## src/logic/hwd_defs.svh

```systemverilog
// Functional notes
// - 14-bit counter plus write-only restart register
// - watchdog disabled after any reset
// - write 1E then E1 to A6 arms
// - enabled counter advances every machine cycle at select 0; every 2^n at select n
// - only resets disable; writes never do
// - repeated sequence restarts count from zero
// - count reaching 16383 resets the device
// - overflow drives 96-oscillator-period high reset pulse
// - restart write-only; counter not software visible
// - extra 2^7 prescaler, selected at A7
// - machine cycle 12 clocks, 6 double-speed
// - pin high two machine cycles resets device
`ifndef HWD_DEFS_SVH
`define HWD_DEFS_SVH

`define HWD_RESTART_ADDR 8'hA6
`define HWD_SELECT_ADDR 8'hA7
`define HWD_KEY_FIRST 8'h1E
`define HWD_KEY_SECOND 8'hE1
`define HWD_COUNT_WIDTH 14
`define HWD_COUNT_ZERO 14'h0000
`define HWD_COUNT_ONE 14'h0001
`define HWD_COUNT_LAST 14'h3FFE
`define HWD_PRESC_WIDTH 7
`define HWD_PRESC_ZERO 7'h00
`define HWD_PRESC_ONE 7'h01
`define HWD_SEL_WIDTH 3
`define HWD_SEL_RESET 3'h0
`define HWD_READ_ZERO 8'h00
`define HWD_SEL_PAD 5'h00
`define HWD_MC_CLOCKS_STD 4'hC
`define HWD_MC_CLOCKS_X2 4'h6
`define HWD_MC_ZERO 4'h0
`define HWD_MC_ONE 4'h1
`define HWD_OSC_PER_CLK 1
`define HWD_PULSE_TOSC 96
`define HWD_PULSE_CYCLES (`HWD_PULSE_TOSC * `HWD_OSC_PER_CLK)
`define HWD_PULSE_ZERO 7'h00
`define HWD_PULSE_ONE 7'h01
`define HWD_HOLD_MC 2'h2
`define HWD_HOLD_ZERO 2'h0
`define HWD_HOLD_ONE 2'h1

`endif

```

## src/logic/hwd_pkg.sv

```systemverilog
package hwd_pkg;

  // restart sequence detector
  typedef enum logic [0:0] {
    HWD_SEQ_IDLE,
    HWD_SEQ_FIRST
  } hwd_seq_t;

  // timeout select field and pulse length counter
  typedef logic [2:0] hwd_sel_t;
  typedef logic [6:0] hwd_pulse_t;

endpackage

```

## src/logic/hwd_mc_tick.sv

```systemverilog
`timescale 1ns/100ps
`include "hwd_defs.svh"

module hwd_mc_tick
  import hwd_pkg::*;
(
  input wire logic clk_sys,
  input wire logic rstn,
  input wire logic double_speed_bit,
  output logic mc_tick
);

  logic [3:0] phase;
  wire logic [3:0] mc_len;
  wire logic phase_end;
  wire logic [3:0] next_phase;

  assign mc_len = double_speed_bit ? `HWD_MC_CLOCKS_X2 : `HWD_MC_CLOCKS_STD;
  // >= rather than == so a mode change mid-cycle never skips a wrap
  assign phase_end = (phase >= (mc_len - `HWD_MC_ONE));
  assign next_phase = phase_end ? `HWD_MC_ZERO : (phase + `HWD_MC_ONE);

  always_ff @(posedge clk_sys or negedge rstn) begin
    if (!rstn) begin
      phase <= `HWD_MC_ZERO;
      mc_tick <= 1'b0;
    end else begin
      phase <= next_phase;
      mc_tick <= phase_end;
    end
  end

endmodule // hwd_mc_tick

```

## src/logic/hwd_watchdog.sv

```systemverilog
`timescale 1ns/100ps
`include "hwd_defs.svh"

module hwd_watchdog
  import hwd_pkg::*;
(
  input wire logic clk_sys,
  input wire logic rstn,
  input wire logic [7:0] sfr_addr,
  input wire logic [7:0] sfr_wdata,
  input wire logic sfr_wr,
  input wire logic sfr_rd,
  input wire logic double_speed_bit,
  input wire logic rst_pin_in,
  output logic [7:0] sfr_rdata,
  output logic rst_pin_out,
  output logic rst_pin_oe_n,
  output logic core_reset,
  output logic watchdog_active
);

  // true when a strobe targets the given special register
  function automatic logic hits(input logic strobe, input logic [7:0] addr,
                                input logic [7:0] target);
    hits = strobe && (addr == target);
  endfunction

  // ------------------------------------------------------------------
  // machine cycle timebase
  // ------------------------------------------------------------------
  wire logic mc_tick;

  hwd_mc_tick u_tick (
    .clk_sys(clk_sys),
    .rstn(rstn),
    .double_speed_bit(double_speed_bit),
    .mc_tick(mc_tick)
  );

  // ------------------------------------------------------------------
  // reset pin qualification
  // ------------------------------------------------------------------
  logic pin_meta;
  logic pin_sync;
  logic [1:0] hold_mc;
  wire logic [1:0] next_hold_mc;
  wire logic hold_done;

  always_ff @(posedge clk_sys or negedge rstn) begin
    if (!rstn) begin
      pin_meta <= 1'b0;
      pin_sync <= 1'b0;
    end else begin
      pin_meta <= rst_pin_in;
      pin_sync <= pin_meta;
    end
  end

  // the pin must stay high across two full machine ticks
  assign hold_done = (hold_mc == `HWD_HOLD_MC);
  assign next_hold_mc = !pin_sync ? `HWD_HOLD_ZERO :
                        (mc_tick && !hold_done) ? (hold_mc + `HWD_HOLD_ONE) :
                        hold_mc;

  always_ff @(posedge clk_sys or negedge rstn) begin
    if (!rstn) begin
      hold_mc <= `HWD_HOLD_ZERO;
      core_reset <= 1'b0;
    end else begin
      hold_mc <= next_hold_mc;
      core_reset <= (next_hold_mc == `HWD_HOLD_MC);
    end
  end

  // ------------------------------------------------------------------
  // register access
  // ------------------------------------------------------------------
  wire logic wr_restart;
  wire logic wr_select;
  wire logic rd_select;
  wire logic first_key;
  wire logic second_key;

  assign wr_restart = hits(sfr_wr, sfr_addr, `HWD_RESTART_ADDR);
  assign wr_select = hits(sfr_wr, sfr_addr, `HWD_SELECT_ADDR);
  assign rd_select = hits(sfr_rd, sfr_addr, `HWD_SELECT_ADDR);
  assign first_key = (sfr_wdata == `HWD_KEY_FIRST);
  assign second_key = (sfr_wdata == `HWD_KEY_SECOND);

  hwd_sel_t sel;

  // a qualified pin reset also returns the prescale choice to its default
  always_ff @(posedge clk_sys or negedge rstn) begin
    if (!rstn) begin
      sel <= `HWD_SEL_RESET;
    end else if (core_reset) begin
      sel <= `HWD_SEL_RESET;
    end else if (wr_select) begin
      sel <= sfr_wdata[`HWD_SEL_WIDTH-1:0];
    end
  end

  // restart register reads as zero; counter has no read path
  wire logic [7:0] next_rdata;

  assign next_rdata = rd_select ? {`HWD_SEL_PAD, sel} : `HWD_READ_ZERO;

  always_ff @(posedge clk_sys or negedge rstn) begin
    if (!rstn) begin
      sfr_rdata <= `HWD_READ_ZERO;
    end else begin
      sfr_rdata <= next_rdata;
    end
  end

  // ------------------------------------------------------------------
  // key sequence detector
  // ------------------------------------------------------------------
  hwd_seq_t seq;
  hwd_seq_t next_seq;
  logic key_done;

  always_comb begin
    next_seq = seq;
    key_done = 1'b0;
    if (wr_restart) begin
      case (seq)
        HWD_SEQ_IDLE: begin
          next_seq = first_key ? HWD_SEQ_FIRST : HWD_SEQ_IDLE;
        end
        HWD_SEQ_FIRST: begin
          // any other byte drops the half-sequence; a fresh 1E restarts it
          key_done = second_key;
          next_seq = first_key ? HWD_SEQ_FIRST : HWD_SEQ_IDLE;
        end
        default: begin
          next_seq = HWD_SEQ_IDLE;
        end
      endcase
    end
  end

  // ------------------------------------------------------------------
  // counter, prescaler, overflow
  // ------------------------------------------------------------------
  logic enabled;
  logic [`HWD_COUNT_WIDTH-1:0] count;
  logic [`HWD_PRESC_WIDTH-1:0] presc;
  hwd_pulse_t pulse_left;

  wire logic [`HWD_PRESC_WIDTH-1:0] presc_last;
  wire logic presc_wrap;
  wire logic count_step;
  wire logic overflow;
  wire logic pulse_busy;
  wire logic wd_clear;

  // select n gives 2^n machine cycles per count, n up to 7
  assign presc_last = `HWD_PRESC_WIDTH'((8'h01 << sel) - 8'h01);
  assign presc_wrap = (presc >= presc_last);
  assign count_step = enabled && mc_tick && presc_wrap;
  // fires as the count lands on 16383
  assign overflow = count_step && (count == `HWD_COUNT_LAST);
  assign pulse_busy = (pulse_left != `HWD_PULSE_ZERO);
  // both the pin reset and the block's own overflow disarm it
  assign wd_clear = core_reset || overflow || pulse_busy;

  always_ff @(posedge clk_sys or negedge rstn) begin
    if (!rstn) begin
      seq <= HWD_SEQ_IDLE;
    end else if (wd_clear) begin
      seq <= HWD_SEQ_IDLE;
    end else begin
      seq <= next_seq;
    end
  end

  always_ff @(posedge clk_sys or negedge rstn) begin
    if (!rstn) begin
      enabled <= 1'b0;
    end else if (wd_clear) begin
      enabled <= 1'b0;
    end else if (key_done) begin
      enabled <= 1'b1;
    end
  end

  always_ff @(posedge clk_sys or negedge rstn) begin
    if (!rstn) begin
      count <= `HWD_COUNT_ZERO;
      presc <= `HWD_PRESC_ZERO;
    end else if (wd_clear || key_done) begin
      // servicing also realigns the prescaler, so a full period follows
      count <= `HWD_COUNT_ZERO;
      presc <= `HWD_PRESC_ZERO;
    end else if (enabled && mc_tick) begin
      presc <= presc_wrap ? `HWD_PRESC_ZERO : (presc + `HWD_PRESC_ONE);
      if (presc_wrap) begin
        count <= count + `HWD_COUNT_ONE;
      end
    end
  end

  // ------------------------------------------------------------------
  // reset pulse driver
  // ------------------------------------------------------------------
  // 96 clocks covers the two machine cycles the pin needs in either mode
  wire hwd_pulse_t next_pulse_left;

  assign next_pulse_left = overflow ? hwd_pulse_t'(`HWD_PULSE_CYCLES) :
                           pulse_busy ? (pulse_left - `HWD_PULSE_ONE) :
                           `HWD_PULSE_ZERO;

  always_ff @(posedge clk_sys or negedge rstn) begin
    if (!rstn) begin
      pulse_left <= `HWD_PULSE_ZERO;
      rst_pin_out <= 1'b0;
      rst_pin_oe_n <= 1'b1;
    end else begin
      pulse_left <= next_pulse_left;
      rst_pin_out <= (next_pulse_left != `HWD_PULSE_ZERO);
      rst_pin_oe_n <= (next_pulse_left == `HWD_PULSE_ZERO);
    end
  end

  always_ff @(posedge clk_sys or negedge rstn) begin
    if (!rstn) begin
      watchdog_active <= 1'b0;
    end else begin
      watchdog_active <= (enabled && !wd_clear) || (key_done && !wd_clear);
    end
  end

endmodule // hwd_watchdog

```

## config.mk

```make
export PLATFORM = sky130hd
export DESIGN_NAME = hwd_watchdog
export DESIGN_NICKNAME = d
export VERILOG_FILES = /design/src/logic/hwd_pkg.sv /design/src/logic/hwd_mc_tick.sv /design/src/logic/hwd_watchdog.sv
export VERILOG_INCLUDE_DIRS = /design/src /design/src/logic
export SDC_FILE = /design/constraint.sdc
export NUM_CORES = 1
export LEC_CHECK = 0
export BUFFER_PORTS_ARGS = -buffer_cell sky130_fd_sc_hd__buf_2
export CELL_PAD_IN_SITES_DETAIL_PLACEMENT = 0
export CELL_PAD_IN_SITES_GLOBAL_PLACEMENT = 2
export CORE_MARGIN = 2
export CORE_UTILIZATION = 33
export CTS_BUF_LIST = sky130_fd_sc_hd__clkbuf_16
export CTS_CLUSTER_SIZE = 24
export DETAILED_ROUTE_END_ITERATION = 10
export PLACE_DENSITY = 0.75
export SLEW_MARGIN = 0
export SYNTH_ARGS = -nofsm -noshare
export SYNTH_HDL_FRONTEND = slang
export SYNTH_HIERARCHICAL = 1
export SYNTH_SLANG_ARGS = --single-unit
```

## constraint.sdc

```tcl
create_clock -name clk_sys -period 3.1 [get_ports clk_sys]
set_input_delay 0.465 -clock clk_sys [delete_from_list [all_inputs] [get_ports clk_sys]]
set_output_delay 0.465 -clock clk_sys [all_outputs]
set_load 0.01 [all_outputs]
```

==> Yosys cells after proc, flatten, opt, wreduce, memory -nomap -nowiden <==
Cells that the tools add are included.
{ "totals": {"out_inout_bits": 12, "register_bits": 49, "latch_bits": 0, "rom_bits": 0, "ramBits": 0, "memories": 0} }
{ "classes": {"shifts": 1, "n_div": 0, "n_reduce_logical": 24, "n_eq_ne": 7, "multipliers": 0, "magnitude_cmp": 2, "n_bitwise": 0, "n_addsub": 7, "mux": 22} }
{ "ops": {"columns": ["cell", "n"], "rows": [
  ["$mux 14", 3],
  ["$mux 7", 5],
  ["$eq 8x8->1 const B", 3],
  ["$add 14x1->14 const B", 1],
  ["$eq 14x14->1 const B", 1],
  ["$reduce_bool 7->1", 2],
  ["$sub 7x1->7 const B", 2],
  ["$reduce_bool 2->1", 5],
  ["$logic_and 1x1->1", 9],
  ["$mux 3", 3],
  ["$eq 8x5->1 const B", 1],
  ["$mux 4", 2],
  ["$add 7x1->7 const B", 1],
  ["$ge 7x7->1", 1],
  ["$logic_not 7->1", 1],
  ["$mux 1", 7],
  ["$shl 1x3->7 const A", 1],
  ["$add 4x1->4 const B", 1],
  ["$eq 2x2->1 const B", 2],
  ["$ge 4x4->1", 1],
  ["$logic_or 1x1->1", 4],
  ["$mux 2", 2],
  ["$sub 4x1->4 const B", 1],
  ["$add 2x1->2 const B", 1],
  ["2 further kinds", 3]
]} }

==> Longest topological paths before layout <==
{ "logic_depth": {"word_depth": 10, "mapped_depth": 14, "depth_no_buf": 12} }

==> Cells and area by module <==
Netlist, hierarchy kept.
{ "modules_own_cells": {"columns": ["mod", "cells_per_inst", "instances", "area_each_um2"], "rows": [
  ["hwd_watchdog", 255, 1, 2449.8],
  ["hwd_mc_tick", 22, 1, 246.5]
]} }

==> Worst setup path after synthesis <==
No wires, ideal clock.
{ "synth_timing": {"path_type": "reg2reg", "from": "register sel[2]", "to": "register count[11]", "path_slack_ns": 0.170, "arrival_ns": 2.852, "path_stages_with_launch": 13, "synth_period_minus_slack_ns": 2.930, "path_cell_list": "dfrtp_1 -> nor2_1 -> nand2_1 -> ha_1 -> nor3_1 -> a21oi_1 -> o21a_1 -> ha_1 -> nand4_1 -> o311a_1 -> clkbuf_2 -> or4_1 -> a21oi_1"} }
{ "synth_between": {"elab_chain_cells": 10, "elab_cells_between_ends": 12} }
{ "synth_rtl": {"columns": ["item", "line_no", "text"], "rows": [
  ["start, declared", "hwd_watchdog.sv:90", "hwd_sel_t sel;"],
  ["start signal, assigned", "hwd_watchdog.sv:95", "sel <= `HWD_SEL_RESET;"],
  ["start signal, assigned", "hwd_watchdog.sv:97", "sel <= `HWD_SEL_RESET;"],
  ["start signal, assigned", "hwd_watchdog.sv:99", "sel <= sfr_wdata[`HWD_SEL_WIDTH-1:0];"],
  ["$shl 1x3->7 *", "hwd_watchdog.sv:159", "assign presc_last = `HWD_PRESC_WIDTH'((8'h01 << sel) - 8'h01);"],
  ["$sub 7x1->7 *", "hwd_watchdog.sv:159", null],
  ["$ge 7x7->1 *", "hwd_watchdog.sv:160", "assign presc_wrap = (presc >= presc_last);"],
  ["$logic_and 1x1->1", "hwd_watchdog.sv:161", "assign count_step = enabled && mc_tick && presc_wrap;"],
  ["$logic_and 1x1->1", "hwd_watchdog.sv:163", "assign overflow = count_step && (count == `HWD_COUNT_LAST);"],
  ["$logic_or 1x1->1 (2 in series)", "hwd_watchdog.sv:166", "assign wd_clear = core_reset || overflow || pulse_busy;"],
  ["$logic_or 1x1->1", "hwd_watchdog.sv:192", "end else if (wd_clear || key_done) begin"],
  ["$reduce_bool 2->1 (no line)", null, null],
  ["$reduce_and 2->1 (no line)", null, null],
  ["end signal, assigned", "hwd_watchdog.sv:190", "count <= `HWD_COUNT_ZERO;"],
  ["end signal, assigned", "hwd_watchdog.sv:194", "count <= `HWD_COUNT_ZERO;"],
  ["end signal, assigned", "hwd_watchdog.sv:199", "count <= count + `HWD_COUNT_ONE;"],
  ["end, declared", "hwd_watchdog.sv:147", "logic [`HWD_COUNT_WIDTH-1:0] count;"]
]} }
Mark *: on every way between the ends. The rest lies on a longest branch, timed or not.
A chain may end at the register's enable or synchronous reset.

==> Final worst setup path <==
{ "layout_timing": {"from": "register sel[1]", "to": "register count[9]"} }
Same word-level chain as after synthesis.

==> results.sh <==
export IMPL_synth_top_area_cell="dfrtp_1"
export IMPL_max_cap_viol_count=0
export IMPL_ys_flop_type="dfrtp_1"
export IMPL_tightest_slew_ns=0.639
export IMPL_cp_slowest_stage_delay_ns=0.67
export IMPL_crit_chain="nor2_2 > nand2_1 > ha_2 > nor3_2 > a21oi_1 > o21a_1 > ha_1 > nand4_1 > o311a_4 > or4_2 > a21oi_2"
export IMPL_fp_dieArea_um2=8910
export IMPL_layout_min_cycle_time_ns=2.99
export IMPL_layout_drive_gt1_share_pct=21.1
export IMPL_dp_cells=412
export IMPL_crit_family="simple AND/OR/NAND/NOR gates"
export IMPL_synth_edf_count=0
export IMPL_clockBufferDepth=2
export IMPL_start_kind="flip-flop"
export IMPL_critPathKind="reg -> reg"
export IMPL_finalClockSkew_ns=0.00807
export IMPL_cts_buffers=5
export IMPL_rsz0062_at_grt="true"
export IMPL_relSlewSlack_pct=57.0
export IMPL_clk_pin_slew_ns=0.07
export IMPL_netSwitchingFraction_pct=33.0
export IMPL_gp_congestion=0.749
export IMPL_cts_hold_buf=0
export IMPL_start_util_pct=34.5
export IMPL_seq_power_share_pct=36.5
export IMPL_cts_sinks=49
export IMPL_ff2ff_setup_slack_ns=0.11
export IMPL_numPortBuffers=28
export IMPL_p_leak_nw=1.49
export IMPL_drcViolationCount=0
export IMPL_setup_viol=0
export IMPL_die_w_um=94.4
export IMPL_fin_cells=425
export IMPL_arrival_ns=3.21
export IMPL_place_ws_ns=-0.0674
export IMPL_p_int_mw=1.34
export IMPL_async_flop_share_pct=100
export IMPL_switchingPower_mw=0.659
export IMPL_post_drt_wl_per_cell_um=13.0
export IMPL_vias_per_cell=4.99
export IMPL_final_max_slew_viol_count=0
export IMPL_ys_top_cells_by_count="48 x dfrtp_1, 28 x nor2_1, 22 x a21oi_1"
export IMPL_yosysWarnings=6
export IMPL_timing_final_ws_setup_ns=0.108
export IMPL_tritoncts="built"
export IMPL_path_buf_inv=0
export IMPL_hold_class="in -> async"
export IMPL_antenna_found_initial=0
export IMPL_max_freq_mhz=334
export IMPL_dp_hpwl_um=3970
export IMPL_diodes=0
export IMPL_root_buffer="clkbuf_16"
export IMPL_tns_ns=0
export IMPL_r2r_start="sel[1]$_DFFE_PN0P_"
export IMPL_synth_area_um2=2700
export IMPL_synth_seq_cells=49
export IMPL_crit_path_top_delay_cell="or4_2"
export IMPL_crit_path_max_fanout=6
export IMPL_grt_max_degree=31
export IMPL_r2r_end="count[9]$_DFFE_PN0P_"
export IMPL_synth_seq_area_share_pct=45.5
export IMPL_clkLatencyLatePin_ns=0.29
export IMPL_pwr_share_clk_pct=28.1
export IMPL_cts_max_level=2
export IMPL_reg2regPathDepth=11
export IMPL_drt_initial_drc_count=95
export IMPL_grt_pass1_vias=2108
export IMPL_num_rows=32
export IMPL_n_fill_cell=798
export IMPL_fp_dieH_um=94.4
export IMPL_power_density_nw_per_um2=619
export IMPL_postRouteAntennaNets=0
export IMPL_grt_pass1_wl_um=9630
export IMPL_hold_viol_final=0
export IMPL_yosys_top_cells_area="dfrtp_1 45%, ha_1 8.4%, a21oi_1 4.1%, nor2_1 3.9%, nand3_1 2.8%"
export IMPL_synth_most_common_cell="dfrtp_1"
export IMPL_layout_nets=362
export IMPL_total_power_mw=2.00
export IMPL_worst_ep_required_time_ns=3.32
export IMPL_yosysTopAreaCellShare_pct=44.5
export IMPL_io_pins=34
export IMPL_cp_end_kind="flip-flop"
export IMPL_track_usage_pct=13.5
export IMPL_combPwrFrac_pct=35.4
export IMPL_vdd_ir_drop_max_uv=329
export IMPL_synthCells=277
export IMPL_status="complete, no violations"
export IMPL_wirelength_um=5510
export IMPL_area_delta_synth_final_pct=19.6
export IMPL_yosysUniqueCellTypes=49
export IMPL_syn_area_per_cell_um2=9.73
export IMPL_timing_final_crit_share_pct=96.5
export IMPL_num_vias=2119
export IMPL_dr_pass1_iters=4
export IMPL_grt_overflow_total=0
export IMPL_core_region_area_um2=7810
cell families after synthesis:
| kind of cell | count (synthesis) | share of synthesized area, % |
|---|---|---|
| and+or+nand+nor | 115 | 23.4 |
| AOI/OAI and AO/OA | 53 | 11.8 |
| DFF | 49 | 45.5 |
| buffers and inverters | 24 | 4.96 |
| adders and majority gates | 18 | 8.35 |
| xor gates and xnor gates | 12 | 3.90 |
| muxes | 5 | 1.86 |
| other | 1 | 0.139 |
worst max path at each step:
stage | startpoint | end | slack (ns) | cells past startpoint
3_5_place_dp | sel[2]$_DFFE_PN0P_ | count[6]$_DFFE_PN0P_ | -0.07 | 12
2_1_floorplan | sel[2]$_DFFE_PN0P_ | count[11]$_DFFE_PN0P_ | 0.17 | 12
6_report | sel[1]$_DFFE_PN0P_ | count[9]$_DFFE_PN0P_ | 0.11 | 11
5_1_grt | sel[1]$_DFFE_PN0P_ | count[9]$_DFFE_PN0P_ | -0.02 | 11
4_1_cts | sel[2]$_DFFE_PN0P_ | count[6]$_DFFE_PN0P_ | 0.02 | 12
3_3_place_gp | sel[2]$_DFFE_PN0P_ | count[6]$_DFFE_PN0P_ | 0.01 | 12
sequential cells by signal (all words and copies together) (netlist names), 2 cells and up:
name and flops:
sel 3, presc 7, sfr_rdata 3, hold_mc 2
count 14, u_tick/phase 4, pulse_left 7
worst register-to-register path, cell delays in order (launching register included):
cell and delay [ns]:
dfrtp_1 0.39, nor2_2 0.15, nand2_1 0.09, ha_2 0.20, nor3_2 0.17, a21oi_1 0.05, o21a_1 0.17, ha_1 0.28
nand4_1 0.16, o311a_4 0.44, or4_2 0.67, a21oi_2 0.15
metrics by stage:
stage	area, um^2	hold WS, ns	utilization (%)
finish	3220	0.121	41.3
global route	3220	0.160	41.3
CTS	3160	0.138	40.5
detailed placement	3000	0.338	38.4
global placement	3000	0.336	38.4
floorplan	2710	0.169	-
per-layer routing:
metal,vias to the layer above,share of wire [%],global-route usage (%),wire length [um]
li1,1081,-,-,-
met1,1013,50,18.2,2770
met2,20,46,22.0,2540
met3,5,2.1,2.87,118
met4,0,1.3,3.99,71
met5,-,0,0,0
placed cells by master (no fill, tap or decap), types with 3 or more instances in the layout:
cell       instances
a21oi_1           20
a21oi_2            3
and2_1             4
buf_2             28
buf_4             14
clkbuf_16          5
conb_1             5
dfrtp_1           48
ha_1              17
inv_1             13
mux2i_1            5
nand2_1           17
nand2b_1           4
nand3_1           15
nand4_1            5
nor2_1            27
nor3_1             4
nor4_1             4
nor4b_1            3
o21ai_0           14
o31ai_1            5
or3_1             12
xnor2_1            7
xor2_1             5
power by group through the flow:
stage                     Clock (mW)  Combinational [mW]  Sequential (mW)
after floorplan                    0               0.397            0.736
after global placement             0               0.549            0.741
after detailed placement           0               0.552            0.741
after CTS                      0.585               0.581            0.728
after global routing           0.612               0.794            0.735
final                          0.561               0.707            0.728
layout make-up:
| class | count | area, um^2 | share of cell area (%) |
|---|---|---|---|
| multi-input cells | 209 | 1390 | 43.1 |
| flip-flops and latches | 49 | 1230 | 38.1 |
| repair buffers | 44 | 277 | 8.58 |
| well taps | 102 | 128 | 3.96 |
| clock buffers | 5 | 125 | 3.88 |
| inverters | 13 | 48.8 | 1.51 |
| clock inverters | 3 | 28.8 | 0.893 |
timing repair:
| item | 4_1_cts | 5_1_grt |
|---|---|---|
| buffers inserted | 0 | 4 |
| gates cloned | 0 | 1 |
| resized for setup | 2 | 6 |
| pin swaps | 0 | 4 |
| setup endpoints to repair | 3 | 11 |
Note: power is estimated with default switching activity, not from simulation.
